## config.mk

```make
export PLATFORM = sky130hd
export DESIGN_NAME = vme_slave_image_decode
export DESIGN_NICKNAME = d
export VERILOG_FILES = /design/src/core/vme_slave_image_decode.v
export VERILOG_INCLUDE_DIRS = /design/src /design/src/shared
export SDC_FILE = /design/constraint.sdc
export NUM_CORES = 1
export LEC_CHECK = 0
export BUFFER_PORTS_ARGS = -buffer_cell sky130_fd_sc_hd__buf_2
export CAP_MARGIN = 40
export CORE_MARGIN = 2
export CORE_UTILIZATION = 40
export DETAILED_ROUTE_END_ITERATION = 6
export GPL_ROUTABILITY_DRIVEN = 0
export PLACE_DENSITY = 0.56
export SLEW_MARGIN = 15
export SYNTH_ARGS = -nofsm -noshare
export SYNTH_HDL_FRONTEND = slang
export SYNTH_SLANG_ARGS = --single-unit
```

## constraint.sdc

```tcl
create_clock -name i_core_clk -period 13.1 [get_ports i_core_clk]
set_input_delay 0.655 -clock i_core_clk [delete_from_list [all_inputs] [get_ports i_core_clk]]
set_output_delay 0.655 -clock i_core_clk [all_outputs]
set_load 0.05 [all_outputs]
```

## src/shared/vsi_regs.vh

```
/*
 * Register offsets, field positions, reset values and address-modifier
 * codes for the inbound slave image decoder.
 * Assumes byte offsets on a 12-bit register port with 32-bit data.
 */
// What this block does
// - claim when base <= address < bound
// - bound zero means no upper limit
// - destination address is source plus offset
// - image 4 fields use bits 31:12
// - image enable bit, resets to zero
// - posted write allow bit, resets zero
// - prefetch read allow bit, resets zero
// - program/data AM selector, resets to 11
// - privilege AM selector, resets to 11
// - space selector: A24, A32, User1, User2
// - wide local transfer allow, resets zero
// - lock on RMW allow, resets zero
// - local space: memory, I/O, configuration
// - only memory space cycles are decoupled
// - no claim without bus master allow
// - non-memory space forces posting, prefetch off
// - image 6 control mirrors image 5
// - image 4 also allows A16 space
`ifndef VSI_REGS_VH
`define VSI_REGS_VH

// ==========================================================
// register offsets (byte addresses)
`define OFS_IMG4_CTL      12'h0_F90
`define OFS_IMG4_BASE     12'h0_F94
`define OFS_IMG4_BOUND    12'h0_F98
`define OFS_IMG4_XLAT     12'h0_F9C
`define OFS_IMG5_CTL      12'h0_FA4
`define OFS_IMG5_BASE     12'h0_FA8
`define OFS_IMG5_BOUND    12'h0_FAC
`define OFS_IMG5_XLAT     12'h0_FB0
`define OFS_IMG6_CTL      12'h0_FB8
`define OFS_DEC_STATUS    12'h0_FD0

// ==========================================================
// control register fields
`define CTL_EN            31
`define CTL_POSTED_WRITE_ALLOW          30
`define CTL_PREFETCH_READ_ALLOW          29
`define CTL_PGM_HI        23
`define CTL_PGM_LO        22
`define CTL_PRIV_HI       21
`define CTL_PRIV_LO       20
`define CTL_SPACE_HI      18
`define CTL_SPACE_LO      16
`define CTL_WIDE          7
`define CTL_LOCK          6
`define CTL_LSPACE_HI     1
`define CTL_LSPACE_LO     0
`define CTL_MASK          32'hE0F7_00C3
`define CTL_RESET         32'h00F0_0000

// ==========================================================
// address field masks and reset values
`define IMG4_ADDR_MASK    32'hFFFF_F000
`define IMG5_ADDR_MASK    32'hFFFF_0000
`define ADDR_RESET        32'h0000_0000

// ==========================================================
// selector encodings
`define SPACE_A16         3'h0
`define SPACE_A24         3'h1
`define SPACE_A32         3'h2
`define SPACE_USER1       3'h6
`define SPACE_USER2       3'h7
`define LSPACE_MEM        2'h0
`define LSPACE_IO         2'h1
`define LSPACE_CFG        2'h2
`define AMSEL_DATA        2'h1
`define AMSEL_PROG        2'h2

// ==========================================================
// address-modifier code groups, am[5:3], and low-bit codes, am[1:0]
`define AM_GRP_A32        3'h1
`define AM_GRP_USER1      3'h2
`define AM_GRP_USER2      3'h3
`define AM_GRP_A16        3'h5
`define AM_GRP_A24        3'h7
`define AM_LOW_PROG       2'h2
`define AM_LOW_A16        2'h1

`endif

```

## src/core/vme_slave_image_decode.v

```verilog
/*
 * Inbound slave image decoder: programmable images 4 and 5 claim
 * incoming bus cycles, translate the address and report the local
 * attributes; image 6 holds its control register only.
 * Assumes the cycle inputs and the bus master allow level come from
 * logic on i_core_clk, and a single-cycle register port master.
 */
// The plain strobed port was chosen for this implementation.
`timescale 1ns/1ps
`include "vsi_regs.vh"

module vme_slave_image_decode (
  // clock and reset
  input  wire        i_core_clk,
  input  wire        i_rst,
  // register port
  input  wire [11:0] i_reg_addr,
  input  wire [31:0] i_reg_wdata,
  input  wire        i_reg_wr,
  input  wire        i_reg_rd,
  output reg  [31:0] o_reg_rdata,
  // local command register bit
  input  wire        i_bus_master_allow,
  // incoming cycle
  input  wire        i_cyc_valid,
  input  wire [31:0] i_cyc_addr,
  input  wire [5:0]  i_cyc_am,
  input  wire        i_cyc_write,
  input  wire        i_cyc_rmw,
  // decode result, one cycle later
  output reg         o_dec_valid,
  output reg         o_dec_hit,
  output reg  [2:0]  o_dec_image,
  output reg  [31:0] o_pci_addr,
  output reg  [1:0]  o_local_space,
  output reg         o_posted_write,
  output reg         o_prefetch_read,
  output reg         o_wide_transfer,
  output reg         o_bus_lock,
  output reg         o_decoupled
);

  // ==========================================================
  // registers and image fields
  wire [31:0] img4_ctl;
  wire [31:0] img4_base;
  wire [31:0] img4_bound;
  wire [31:0] img4_xlat;
  wire [31:0] img5_ctl;
  wire [31:0] img5_base;
  wire [31:0] img5_bound;
  wire [31:0] img5_xlat;
  reg  [31:0] img6_ctl_q;
  reg  [15:0] claim_count_q;
  reg  [15:0] miss_count_q;
  reg  [31:0] rdata_d;

  // ==========================================================
  // image register sets
  // image 4 keeps bits 31:12
  vsi_image_regs #(
    .OFS_CTL   (`OFS_IMG4_CTL),
    .OFS_BASE  (`OFS_IMG4_BASE),
    .OFS_BOUND (`OFS_IMG4_BOUND),
    .OFS_XLAT  (`OFS_IMG4_XLAT),
    .ADDR_MASK (`IMG4_ADDR_MASK)
  ) i_vsi_image_regs_4 (
    .i_core_clk  (i_core_clk),
    .i_rst       (i_rst),
    .i_reg_addr  (i_reg_addr),
    .i_reg_wdata (i_reg_wdata),
    .i_reg_wr    (i_reg_wr),
    .o_ctl       (img4_ctl),
    .o_base      (img4_base),
    .o_bound     (img4_bound),
    .o_xlat      (img4_xlat)
  );

  vsi_image_regs #(
    .OFS_CTL   (`OFS_IMG5_CTL),
    .OFS_BASE  (`OFS_IMG5_BASE),
    .OFS_BOUND (`OFS_IMG5_BOUND),
    .OFS_XLAT  (`OFS_IMG5_XLAT),
    .ADDR_MASK (`IMG5_ADDR_MASK)
  ) i_vsi_image_regs_5 (
    .i_core_clk  (i_core_clk),
    .i_rst       (i_rst),
    .i_reg_addr  (i_reg_addr),
    .i_reg_wdata (i_reg_wdata),
    .i_reg_wr    (i_reg_wr),
    .o_ctl       (img5_ctl),
    .o_base      (img5_base),
    .o_bound     (img5_bound),
    .o_xlat      (img5_xlat)
  );

  // ==========================================================
  // per-image claim
  wire        img4_hit;
  wire        img5_hit;
  wire        any_hit;
  wire [31:0] img4_dest;
  wire [31:0] img5_dest;
  wire [31:0] sel_ctl;
  wire [31:0] sel_dest;
  wire        sel_mem;

  vsi_image_match #(
    .ADDR_MASK (`IMG4_ADDR_MASK),
    .A16_OK    (1'b1)
  ) i_vsi_image_match_4 (
    .i_ctl              (img4_ctl),
    .i_base             (img4_base),
    .i_bound            (img4_bound),
    .i_xlat             (img4_xlat),
    .i_bus_master_allow (i_bus_master_allow),
    .i_cyc_addr         (i_cyc_addr),
    .i_cyc_am           (i_cyc_am),
    .o_hit              (img4_hit),
    .o_dest_addr        (img4_dest)
  );

  vsi_image_match #(
    .ADDR_MASK (`IMG5_ADDR_MASK),
    .A16_OK    (1'b0)
  ) i_vsi_image_match_5 (
    .i_ctl              (img5_ctl),
    .i_base             (img5_base),
    .i_bound            (img5_bound),
    .i_xlat             (img5_xlat),
    .i_bus_master_allow (i_bus_master_allow),
    .i_cyc_addr         (i_cyc_addr),
    .i_cyc_am           (i_cyc_am),
    .o_hit              (img5_hit),
    .o_dest_addr        (img5_dest)
  );

  assign any_hit  = img4_hit || img5_hit;

  // overlapping images: the lower numbered one wins
  assign sel_ctl  = img4_hit ? img4_ctl  : img5_ctl;
  assign sel_dest = img4_hit ? img4_dest : img5_dest;
  assign sel_mem  = (sel_ctl[`CTL_LSPACE_HI:`CTL_LSPACE_LO] == `LSPACE_MEM);

  // ==========================================================
  // decode result, registered
  always @(posedge i_core_clk or posedge i_rst) begin
    if (i_rst) begin
      o_dec_valid     <= 1'b0;
      o_dec_hit       <= 1'b0;
      o_dec_image     <= 3'h0;
      o_pci_addr      <= 32'h0000_0000;
      o_local_space   <= 2'h0;
      o_posted_write  <= 1'b0;
      o_prefetch_read <= 1'b0;
      o_wide_transfer <= 1'b0;
      o_bus_lock      <= 1'b0;
      o_decoupled     <= 1'b0;
    end else begin
      o_dec_valid <= i_cyc_valid;
      o_dec_hit   <= i_cyc_valid && any_hit;
      if (i_cyc_valid && any_hit) begin
        o_dec_image     <= img4_hit ? 3'h4 : 3'h5;
        o_pci_addr      <= sel_dest;
        o_local_space   <= sel_ctl[`CTL_LSPACE_HI:`CTL_LSPACE_LO];
        o_posted_write  <= sel_mem && sel_ctl[`CTL_POSTED_WRITE_ALLOW] && i_cyc_write;
        o_prefetch_read <= sel_mem && sel_ctl[`CTL_PREFETCH_READ_ALLOW] && !i_cyc_write;
        o_wide_transfer <= sel_ctl[`CTL_WIDE];
        o_bus_lock      <= sel_ctl[`CTL_LOCK] && i_cyc_rmw;
        o_decoupled     <= sel_mem && sel_ctl[`CTL_POSTED_WRITE_ALLOW] && i_cyc_write;
      end else begin
        o_dec_image     <= 3'h0;
        o_pci_addr      <= 32'h0000_0000;
        o_local_space   <= 2'h0;
        o_posted_write  <= 1'b0;
        o_prefetch_read <= 1'b0;
        o_wide_transfer <= 1'b0;
        o_bus_lock      <= 1'b0;
        o_decoupled     <= 1'b0;
      end
    end
  end

  // ==========================================================
  // claim and miss counters, saturating so they never wrap to look idle
  always @(posedge i_core_clk or posedge i_rst) begin
    if (i_rst) begin
      claim_count_q <= 16'h0000;
      miss_count_q  <= 16'h0000;
    end else if (i_reg_wr && (i_reg_addr == `OFS_DEC_STATUS)) begin
      claim_count_q <= 16'h0000;
      miss_count_q  <= 16'h0000;
    end else if (i_cyc_valid) begin
      if (any_hit && (claim_count_q != 16'hFFFF)) begin
        claim_count_q <= claim_count_q + 16'h0001;
      end
      if (!any_hit && (miss_count_q != 16'hFFFF)) begin
        miss_count_q <= miss_count_q + 16'h0001;
      end
    end
  end

  // ==========================================================
  // image 6 control; held only, it decodes nothing
  always @(posedge i_core_clk or posedge i_rst) begin
    if (i_rst) begin
      // image 6 control same layout and reset
      img6_ctl_q <= `CTL_RESET;
    end else if (i_reg_wr && (i_reg_addr == `OFS_IMG6_CTL)) begin
      img6_ctl_q <= i_reg_wdata & `CTL_MASK;
    end
  end

  // ==========================================================
  // read mux; unmapped offsets read zero
  always @* begin
    case (i_reg_addr)
      `OFS_IMG4_CTL:   rdata_d = img4_ctl;
      `OFS_IMG4_BASE:  rdata_d = img4_base;
      `OFS_IMG4_BOUND: rdata_d = img4_bound;
      `OFS_IMG4_XLAT:  rdata_d = img4_xlat;
      `OFS_IMG5_CTL:   rdata_d = img5_ctl;
      `OFS_IMG5_BASE:  rdata_d = img5_base;
      `OFS_IMG5_BOUND: rdata_d = img5_bound;
      `OFS_IMG5_XLAT:  rdata_d = img5_xlat;
      `OFS_IMG6_CTL:   rdata_d = img6_ctl_q;
      `OFS_DEC_STATUS: rdata_d = {miss_count_q, claim_count_q};
      default:         rdata_d = 32'h0000_0000;
    endcase
  end

  // data stands only in the cycle after the read strobe
  always @(posedge i_core_clk or posedge i_rst) begin
    if (i_rst) begin
      o_reg_rdata <= 32'h0000_0000;
    end else if (i_reg_rd) begin
      o_reg_rdata <= rdata_d;
    end else begin
      o_reg_rdata <= 32'h0000_0000;
    end
  end

endmodule

// ==========================================================
// one decoding image: address-modifier filter, range check and
// translation; repeats per image with its own granularity
module vsi_image_match #(
  parameter [31:0] ADDR_MASK = `IMG4_ADDR_MASK,
  parameter [0:0]  A16_OK    = 1'b0
) (
  // image fields
  input  wire [31:0] i_ctl,
  input  wire [31:0] i_base,
  input  wire [31:0] i_bound,
  input  wire [31:0] i_xlat,
  // incoming cycle
  input  wire        i_bus_master_allow,
  input  wire [31:0] i_cyc_addr,
  input  wire [5:0]  i_cyc_am,
  // claim and destination
  output wire        o_hit,
  output wire [31:0] o_dest_addr
);

  wire [2:0]  space;
  wire [2:0]  am_grp;
  wire        prog;
  wire        pgm_ok;
  wire        priv_ok;
  wire [31:0] addr_m;
  wire [31:0] base_m;
  wire [31:0] bound_m;
  wire        above_base;
  wire        below_bound;
  reg         space_ok;

  assign space  = i_ctl[`CTL_SPACE_HI:`CTL_SPACE_LO];
  assign am_grp = i_cyc_am[5:3];
  assign prog   = (i_cyc_am[1:0] == `AM_LOW_PROG);

  // space selector decode, reserved codes never match
  always @* begin
    case (space)
      `SPACE_A16:   space_ok = A16_OK && (am_grp == `AM_GRP_A16) && (i_cyc_am[1:0] == `AM_LOW_A16);
      `SPACE_A24:   space_ok = (am_grp == `AM_GRP_A24);
      `SPACE_A32:   space_ok = (am_grp == `AM_GRP_A32);
      `SPACE_USER1: space_ok = (am_grp == `AM_GRP_USER1);
      `SPACE_USER2: space_ok = (am_grp == `AM_GRP_USER2);
      default:      space_ok = 1'b0;
    endcase
  end

  assign pgm_ok  = prog ? i_ctl[`CTL_PGM_HI] : i_ctl[`CTL_PGM_LO];
  // privilege filter, am bit 2 marks supervisor
  assign priv_ok = i_cyc_am[2] ? i_ctl[`CTL_PRIV_HI] : i_ctl[`CTL_PRIV_LO];

  // bits below the image granularity take no part in the compare
  assign addr_m  = i_cyc_addr & ADDR_MASK;
  assign base_m  = i_base & ADDR_MASK;
  assign bound_m = i_bound & ADDR_MASK;
  assign above_base  = (addr_m >= base_m);
  // zero bound lifts the upper limit
  assign below_bound = (bound_m == 32'h0000_0000) || (addr_m < bound_m);

  assign o_hit = i_bus_master_allow && i_ctl[`CTL_EN] && space_ok && pgm_ok && priv_ok &&
                 above_base && below_bound;

  assign o_dest_addr = i_cyc_addr + (i_xlat & ADDR_MASK);

endmodule

// ==========================================================
// register set of one decoding image; reserved bits never stored
module vsi_image_regs #(
  parameter [11:0] OFS_CTL   = `OFS_IMG4_CTL,
  parameter [11:0] OFS_BASE  = `OFS_IMG4_BASE,
  parameter [11:0] OFS_BOUND = `OFS_IMG4_BOUND,
  parameter [11:0] OFS_XLAT  = `OFS_IMG4_XLAT,
  parameter [31:0] ADDR_MASK = `IMG4_ADDR_MASK
) (
  // clock and reset
  input  wire        i_core_clk,
  input  wire        i_rst,
  // register port
  input  wire [11:0] i_reg_addr,
  input  wire [31:0] i_reg_wdata,
  input  wire        i_reg_wr,
  // stored fields
  output reg  [31:0] o_ctl,
  output reg  [31:0] o_base,
  output reg  [31:0] o_bound,
  output reg  [31:0] o_xlat
);

  always @(posedge i_core_clk or posedge i_rst) begin
    if (i_rst) begin
      o_ctl   <= `CTL_RESET;
      o_base  <= `ADDR_RESET;
      o_bound <= `ADDR_RESET;
      o_xlat  <= `ADDR_RESET;
    end else if (i_reg_wr) begin
      if (i_reg_addr == OFS_CTL) begin
        o_ctl <= i_reg_wdata & `CTL_MASK;
      end
      if (i_reg_addr == OFS_BASE) begin
        o_base <= i_reg_wdata & ADDR_MASK;
      end
      if (i_reg_addr == OFS_BOUND) begin
        o_bound <= i_reg_wdata & ADDR_MASK;
      end
      if (i_reg_addr == OFS_XLAT) begin
        o_xlat <= i_reg_wdata & ADDR_MASK;
      end
    end
  end

endmodule

```

# [After elaboration in Yosys (flattened, before gate mapping)]
# Cells that the tools add are included.
[word_totals] regBits=257 word_cells=125 output_inout_bits=76
[classes] reduce_logical=45 n_lt_le_gt_ge=4 n_mux=24 addsub=4 eq_ne=27
[op_table] op="$pmux 32 s10" count=1
[op_table] op="$eq 12x12->1 const B" count=10
[op_table] op="$mux 16" count=6
[op_table] op="$mux 32" count=3
[op_table] op="$add 32x32->32" count=2
[op_table] op="$ge 32x32->1" count=2
[op_table] op="$logic_not 32->1" count=2
[op_table] op="$lt 32x32->1" count=2
[op_table] op="$add 16x1->16 const B" count=2
[op_table] op="$ne 16x16->1 const B" count=2
[op_table] op="$mux 31" count=1
[op_table] op="$logic_and 1x1->1" count=23
[op_table] op="$reduce_and 2->1" count=10
[op_table] op="$eq 3x3->1 const B" count=6
[op_table] op="$eq 3x2->1 const B" count=4
[op_table] op="$eq 3x1->1 const B" count=3
[op_table] op="$mux 1" count=9
[op_table] op="$reduce_bool 2->1" count=3
[op_table] op="$pmux 1 s5" count=1
[op_table] op="$pmux 1 s4" count=1
[op_table] op="$logic_not 3->1" count=1
[op_table] op="$logic_or 1x1->1" count=3
[op_table] op="$mux 3" count=1
[op_table] op="$eq 2x1->1 const B" count=1
[op_table] op="4 further kinds" count=5

# [Longest topological paths before layout]
[logic_depth] ltp_word=14 mapped_depth=12

# [Hierarchy]
# From an unflattened synthesis, not the netlist that was laid out.
[unflattened] cells_unflattened=1748 hier_area_um2=17767.0
[by_module_without_submodules] mod="vme_slave_image_decode" n_inst=1 area_per_inst_um2=7338.3 cells_per_inst=758
[by_module_without_submodules] mod="vsi_image_regs at i_vsi_image_regs_4" n_inst=1 area_per_inst_um2=3281.9 cells_per_inst=220
[by_module_without_submodules] mod="vsi_image_regs at i_vsi_image_regs_5" n_inst=1 area_per_inst_um2=3016.6 cells_per_inst=210
[by_module_without_submodules] mod="vsi_image_match at i_vsi_image_match_4" n_inst=1 area_per_inst_um2=2235.9 cells_per_inst=303
[by_module_without_submodules] mod="vsi_image_match at i_vsi_image_match_5" n_inst=1 area_per_inst_um2=1894.3 cells_per_inst=257

# [Worst setup path after synthesis]
# No wires, ideal clock.
[synth_path] path_kind="input-to-reg" start="in i_cyc_addr[13]" end="reg o_bus_lock" arrival_time_ns=2.816 path_slack_ns=10.165 cell_stages=8 path_cell_list="ha_1 > a2111oi_0 > o31ai_1 > a2111oi_0 > o311a_2 > buf_2 > mux2_2 > and3_1"
[synth_via] elab_chain_len=6
[synth_lines] item="start: declaration" line="vme_slave_image_decode.v:26" source="input wire [31:0] i_cyc_addr,"
[synth_lines] item="$ge 32x32->1 / $lt 32x32->1 (equally long branches)" line="vme_slave_image_decode.v:302, vme_slave_image_decode.v:304"
[synth_lines] item="$logic_and 1x1->1 / $logic_or 1x1->1 (equally long branches)" line="vme_slave_image_decode.v:306, vme_slave_image_decode.v:304"
[synth_lines] item="$logic_and 1x1->1 *" line="vme_slave_image_decode.v:306" source="assign o_hit = i_bus_master_allow && i_ctl[`CTL_EN] && space_ok && pgm_ok && priv_ok &&"
[synth_lines] item="$mux 31 / $logic_or 1x1->1 (equally long branches)" line="vme_slave_image_decode.v:141, vme_slave_image_decode.v:138"
[synth_lines] item="$logic_and 1x1->1 (on tied branches)" line="vme_slave_image_decode.v:169, vme_slave_image_decode.v:162"
[synth_lines] item="$mux 1 *" line="vme_slave_image_decode.v:162" source="if (i_cyc_valid && any_hit) begin"
[synth_lines] item="end signal: assignment" line="vme_slave_image_decode.v:169" source="o_bus_lock <= sel_ctl[`CTL_LOCK] && i_cyc_rmw;"
[synth_lines] item="end: declaration" line="vme_slave_image_decode.v:39" source="output reg o_bus_lock,"
# Every way passes the cells marked *; elsewhere a longest branch is shown, timed or not.
# A chain may end at the register's enable or synchronous reset.

# [Final worst setup path]
[layout_path] start="reg i_vsi_image_regs_4.o_bound[13]" end="reg o_pci_addr[28]"
[layout_via] elab_chain_len=6
[layout_lines] item="start: declaration" line="vme_slave_image_decode.v:332" source="output reg [31:0] o_bound,"
[layout_lines] item="start signal: assignment" line="vme_slave_image_decode.v:340" source="o_bound <= `ADDR_RESET;"
[layout_lines] item="start signal: assignment" line="vme_slave_image_decode.v:350" source="o_bound <= i_reg_wdata & ADDR_MASK;"
[layout_lines] item="$lt 32x32->1 / $logic_not 32->1 (equally long branches)" line="vme_slave_image_decode.v:304" source="assign below_bound = (bound_m == 32'h0000_0000) || (addr_m < bound_m);"
[layout_lines] item="$logic_or 1x1->1 *" line="vme_slave_image_decode.v:304"
[layout_lines] item="$logic_and 1x1->1 *" line="vme_slave_image_decode.v:306"
[layout_lines] item="$logic_or 1x1->1" line="vme_slave_image_decode.v:138" source="assign any_hit = img4_hit || img5_hit;"
[layout_lines] item="$logic_and 1x1->1" line="vme_slave_image_decode.v:162"
[layout_lines] item="$mux 32 *" line="vme_slave_image_decode.v:162"
[layout_lines] item="end signal: assignment" line="vme_slave_image_decode.v:164" source="o_pci_addr <= sel_dest;"
[layout_lines] item="end: declaration" line="vme_slave_image_decode.v:34" source="output reg [31:0] o_pci_addr,"
# Marks and branches as above.

==> summary.txt <==
Drt
  • Vias: 11.68k
  • Drt wl/cell: 22.77 um
  • Vias per inst: 5.876
  • Antenna-violating nets left: 0
  • Drt drc: 0
  • DR iter-0 viols: 690
  • Final wirelength: 45280 um
  • DRT Pass-1 Iters: 7

Worst setup path
  • Startpoint Class: register
  • Reg-to-Reg Start: i_vsi_image_regs_4.o_bound[13]$_DFFE_PP0P_
  • Flop2flop setup slack: 8.57 ns
  • Worst R2R Path Depth: 10
  • CP cell instances: inv_1 -> ha_1 -> a2111oi_0 -> o31ai_1 -> a2111oi_0 -> o311a_2 -> a31oi_1 -> nand2b_4 -> inv_1 -> a32o_1
  • Critical path data arrival time: 5.00 ns
  • Maximum fanout along the worst path: 23
  • WP data required: 13.57 ns
  • Slowest-stage cell, CP: o311a_2
  • Crit Path Category: register to register
  • Setup crit end kind: register
  • CP max stage delay: 0.77 ns
  • Reg2Reg Capture Point: o_pci_addr[28]$_DFF_PP0_

Synth
  • Top cell type's share of synthesized area: 42.30%
  • Syn_nets: 1537
  • Synth cell types: 72
  • Main synth FF type: dfrtp_1
  • Yosys warning count: 0
  • Yosys reg bits: 255
  • Area leader, netlist: dfrtp_1
  • Syn_area_per_cell: 10.74 sq um
  • Seq/Total Area, Yosys: 44.49%
  • EDFF count, synth: 0
  • Ys async rst share: 100.0%
  • Mapped Cells: 1339
  • Post-Syn Area: 14380 sq um
  • Synth top area cells: dfrtp_1, mux2_2, ha_1, a21oi_1, nand2_1

STA
  • Slew @ Worst Pin: 0.8497 ns
  • Slew Limit Fails: 0
  • Min Tclk post-route: 4.526 ns
  • Tcrit/Tclk final: 34.55%
  • Slew HR: 43.21%
  • Setup_tns: 0 ns
  • RSZ-0062 raised after global routing: false
  • Max Clk Rate: 221.0 MHz
  • Final hold vios: 0
  • Final setup viols: 0
  • Clk_skew: 0.03306 ns

Clocking
  • Post-CTS Hold Buffers: 0
  • CTS HTree Levels: 1
  • Clock-pin slew on the worst setup and hold paths: 0.06 ns
  • TritonCTS clock tree: built
  • Clock root cell: clkbuf_16
  • Clock tree buffer depth: 3
  • Clk sinks: 255
  • Postcts setup bufs: 0
  • Post_cts resized: 0
  • Insertion delay of the later-clocked pin in the worst-skew pair: 0.58 ns
  • Num CTS Buffers: 30

Place
  • PortBufs: 156
  • Post-DP HPWL: 33460 um

Floorplan
  • Die area: 37470 sq um
  • Die H: 193.6 um
  • Initial Util: 40.51%
  • Rows: 69
  • IO Count: 166
  • Die W: 193.6 um
  • Core footprint: 35480 sq um

Global routing
  • Initial antenna violation count: 0
  • GRT Residual Overflow: 0
  • First-pass GRT wire length: 70610 um
  • Vias in the first global route: 11.58k
  • Total track usage: 24.14%
  • Pin count of the biggest net entering global routing: 67

Cells and area
  • Synth-to-layout area growth: 17.65%
  • N_diodes: 0
  • Most common cell after layout, fill and taps aside: dfrtp_1
  • Layout filler cell count: 3253
  • Final Net Count: 1701
  • Most frequent cells in the layout: dfrtp_1, mux2_2, buf_2
  • Fraction of layout cells with a size suffix above 1: 28.16%

Run status
  • Outcome: finished clean

Power and ir drop
  • Power density over the cells: 107.3 nW/um^2
  • Final Power: 1814 uW
  • P_leak: 0.008076 uW
  • Largest vdd supply drop: 0.0001016 V

Flow run
  • Max Cap Viol: 0

Hold path
  • Hold Crit Class: input port to asynchronous set/reset pin
## where the power goes
group	leakage [uW]	internal, uW	switching [uW]
combinational	0.00410	53.4	92.6
sequential	0.00349	800	21.7
clock	0.000487	507	339
## cell families after synthesis
group	synth area share, %
AOI/OAI and AO/OA	15.28
xor gates and xnor gates	1.950
adders and majority gates	9.505
buffers and inverters	3.891
DFF	44.49
muxes	13.65
other	0.02609
and+or+nand+nor	11.20
## per-layer routing
| metal | wire length [um] | global-route usage (%) |
|---|---|---|
| met5 | 0 | 0 |
| met4 | 1475 | 7.634 |
| met3 | 2783 | 3.818 |
| met2 | 21170 | 39.35 |
| met1 | 19840 | 32.99 |
## cell type report
class / instances / area [sq um] / share of cell area (%)
repair buffers: 186 / 1136 / 6.717
clock inverters: 8 / 100.1 / 0.5918
clock buffers: 48 / 899.6 / 5.319
inverters: 87 / 334.1 / 1.975
well taps: 461 / 576.8 / 3.411
multi-input cells: 943 / 7470 / 44.17
flip-flops and latches: 255 / 6396 / 37.82
## how the worst max path moves through the flow
stage,startpoint,to,cells after the start
floorplan,i_rst,claim_count_q[0]$_DFFE_PP0P_,1
global placement,i_cyc_addr[13],o_pci_addr[28]$_DFF_PP0_,10
detailed placement,i_cyc_addr[13],o_pci_addr[28]$_DFF_PP0_,10
CTS,i_vsi_image_regs_4.o_bound[13]$_DFFE_PP0P_,o_pci_addr[28]$_DFF_PP0_,10
global route,i_vsi_image_regs_4.o_bound[13]$_DFFE_PP0P_,o_pci_addr[28]$_DFF_PP0_,10
finish,i_vsi_image_regs_4.o_bound[13]$_DFFE_PP0P_,o_pci_addr[28]$_DFF_PP0_,10
## cells in the mapped netlist, drive strengths merged (12+ instances only)
cell      n
xnor2    25
nor2     58
or3      15
buf      13
dfstp    12
a22oi    21
o21a     12
or4      14
dfrtp   243
nand3    21
ha      106
nor3     13
nand2    89
a31oi    24
and2     19
and3     25
nand4    19
a222oi   24
mux2    168
a21oi    85
nor4     14
clkbuf   41
inv      87
o211ai   12
a21o     13
o21ai    42
## worst max-delay path, delay by kind of cell (launching register included)
kind,cells,cell delay [ns]
AOI/OAI and AO/OA,6,2.84
buffers and inverters,2,0.56
DFF,1,0.41
adders and majority gates,1,0.26
and+or+nand+nor,1,0.37
## registers in the layout, indices dropped and copies added, names as in the netlist, 20 cells and up
name,cells
o_reg_rdata,32
o_pci_addr,32
i_vsi_image_regs_4.o_base,20
i_vsi_image_regs_4.o_xlat,20
i_vsi_image_regs_4.o_bound,20
## stage by stage
stage          cell area (sq um)  cells  hold WS, ns  util, %  setup WS (ns)
4_1_cts                    16870   1986       0.1436    47.54          8.507
3_3_place_gp               15680   1918       0.4866    44.18          8.183
5_1_grt                    16910   1988       0.1671    47.66          8.187
2_1_floorplan              14380   1339       0.4783        -          5.451
6_report                   16910   1988       0.1294    47.66          8.574
3_5_place_dp               15870   1930       0.4935    44.73          8.165
Power figures use the tool's default switching activity.
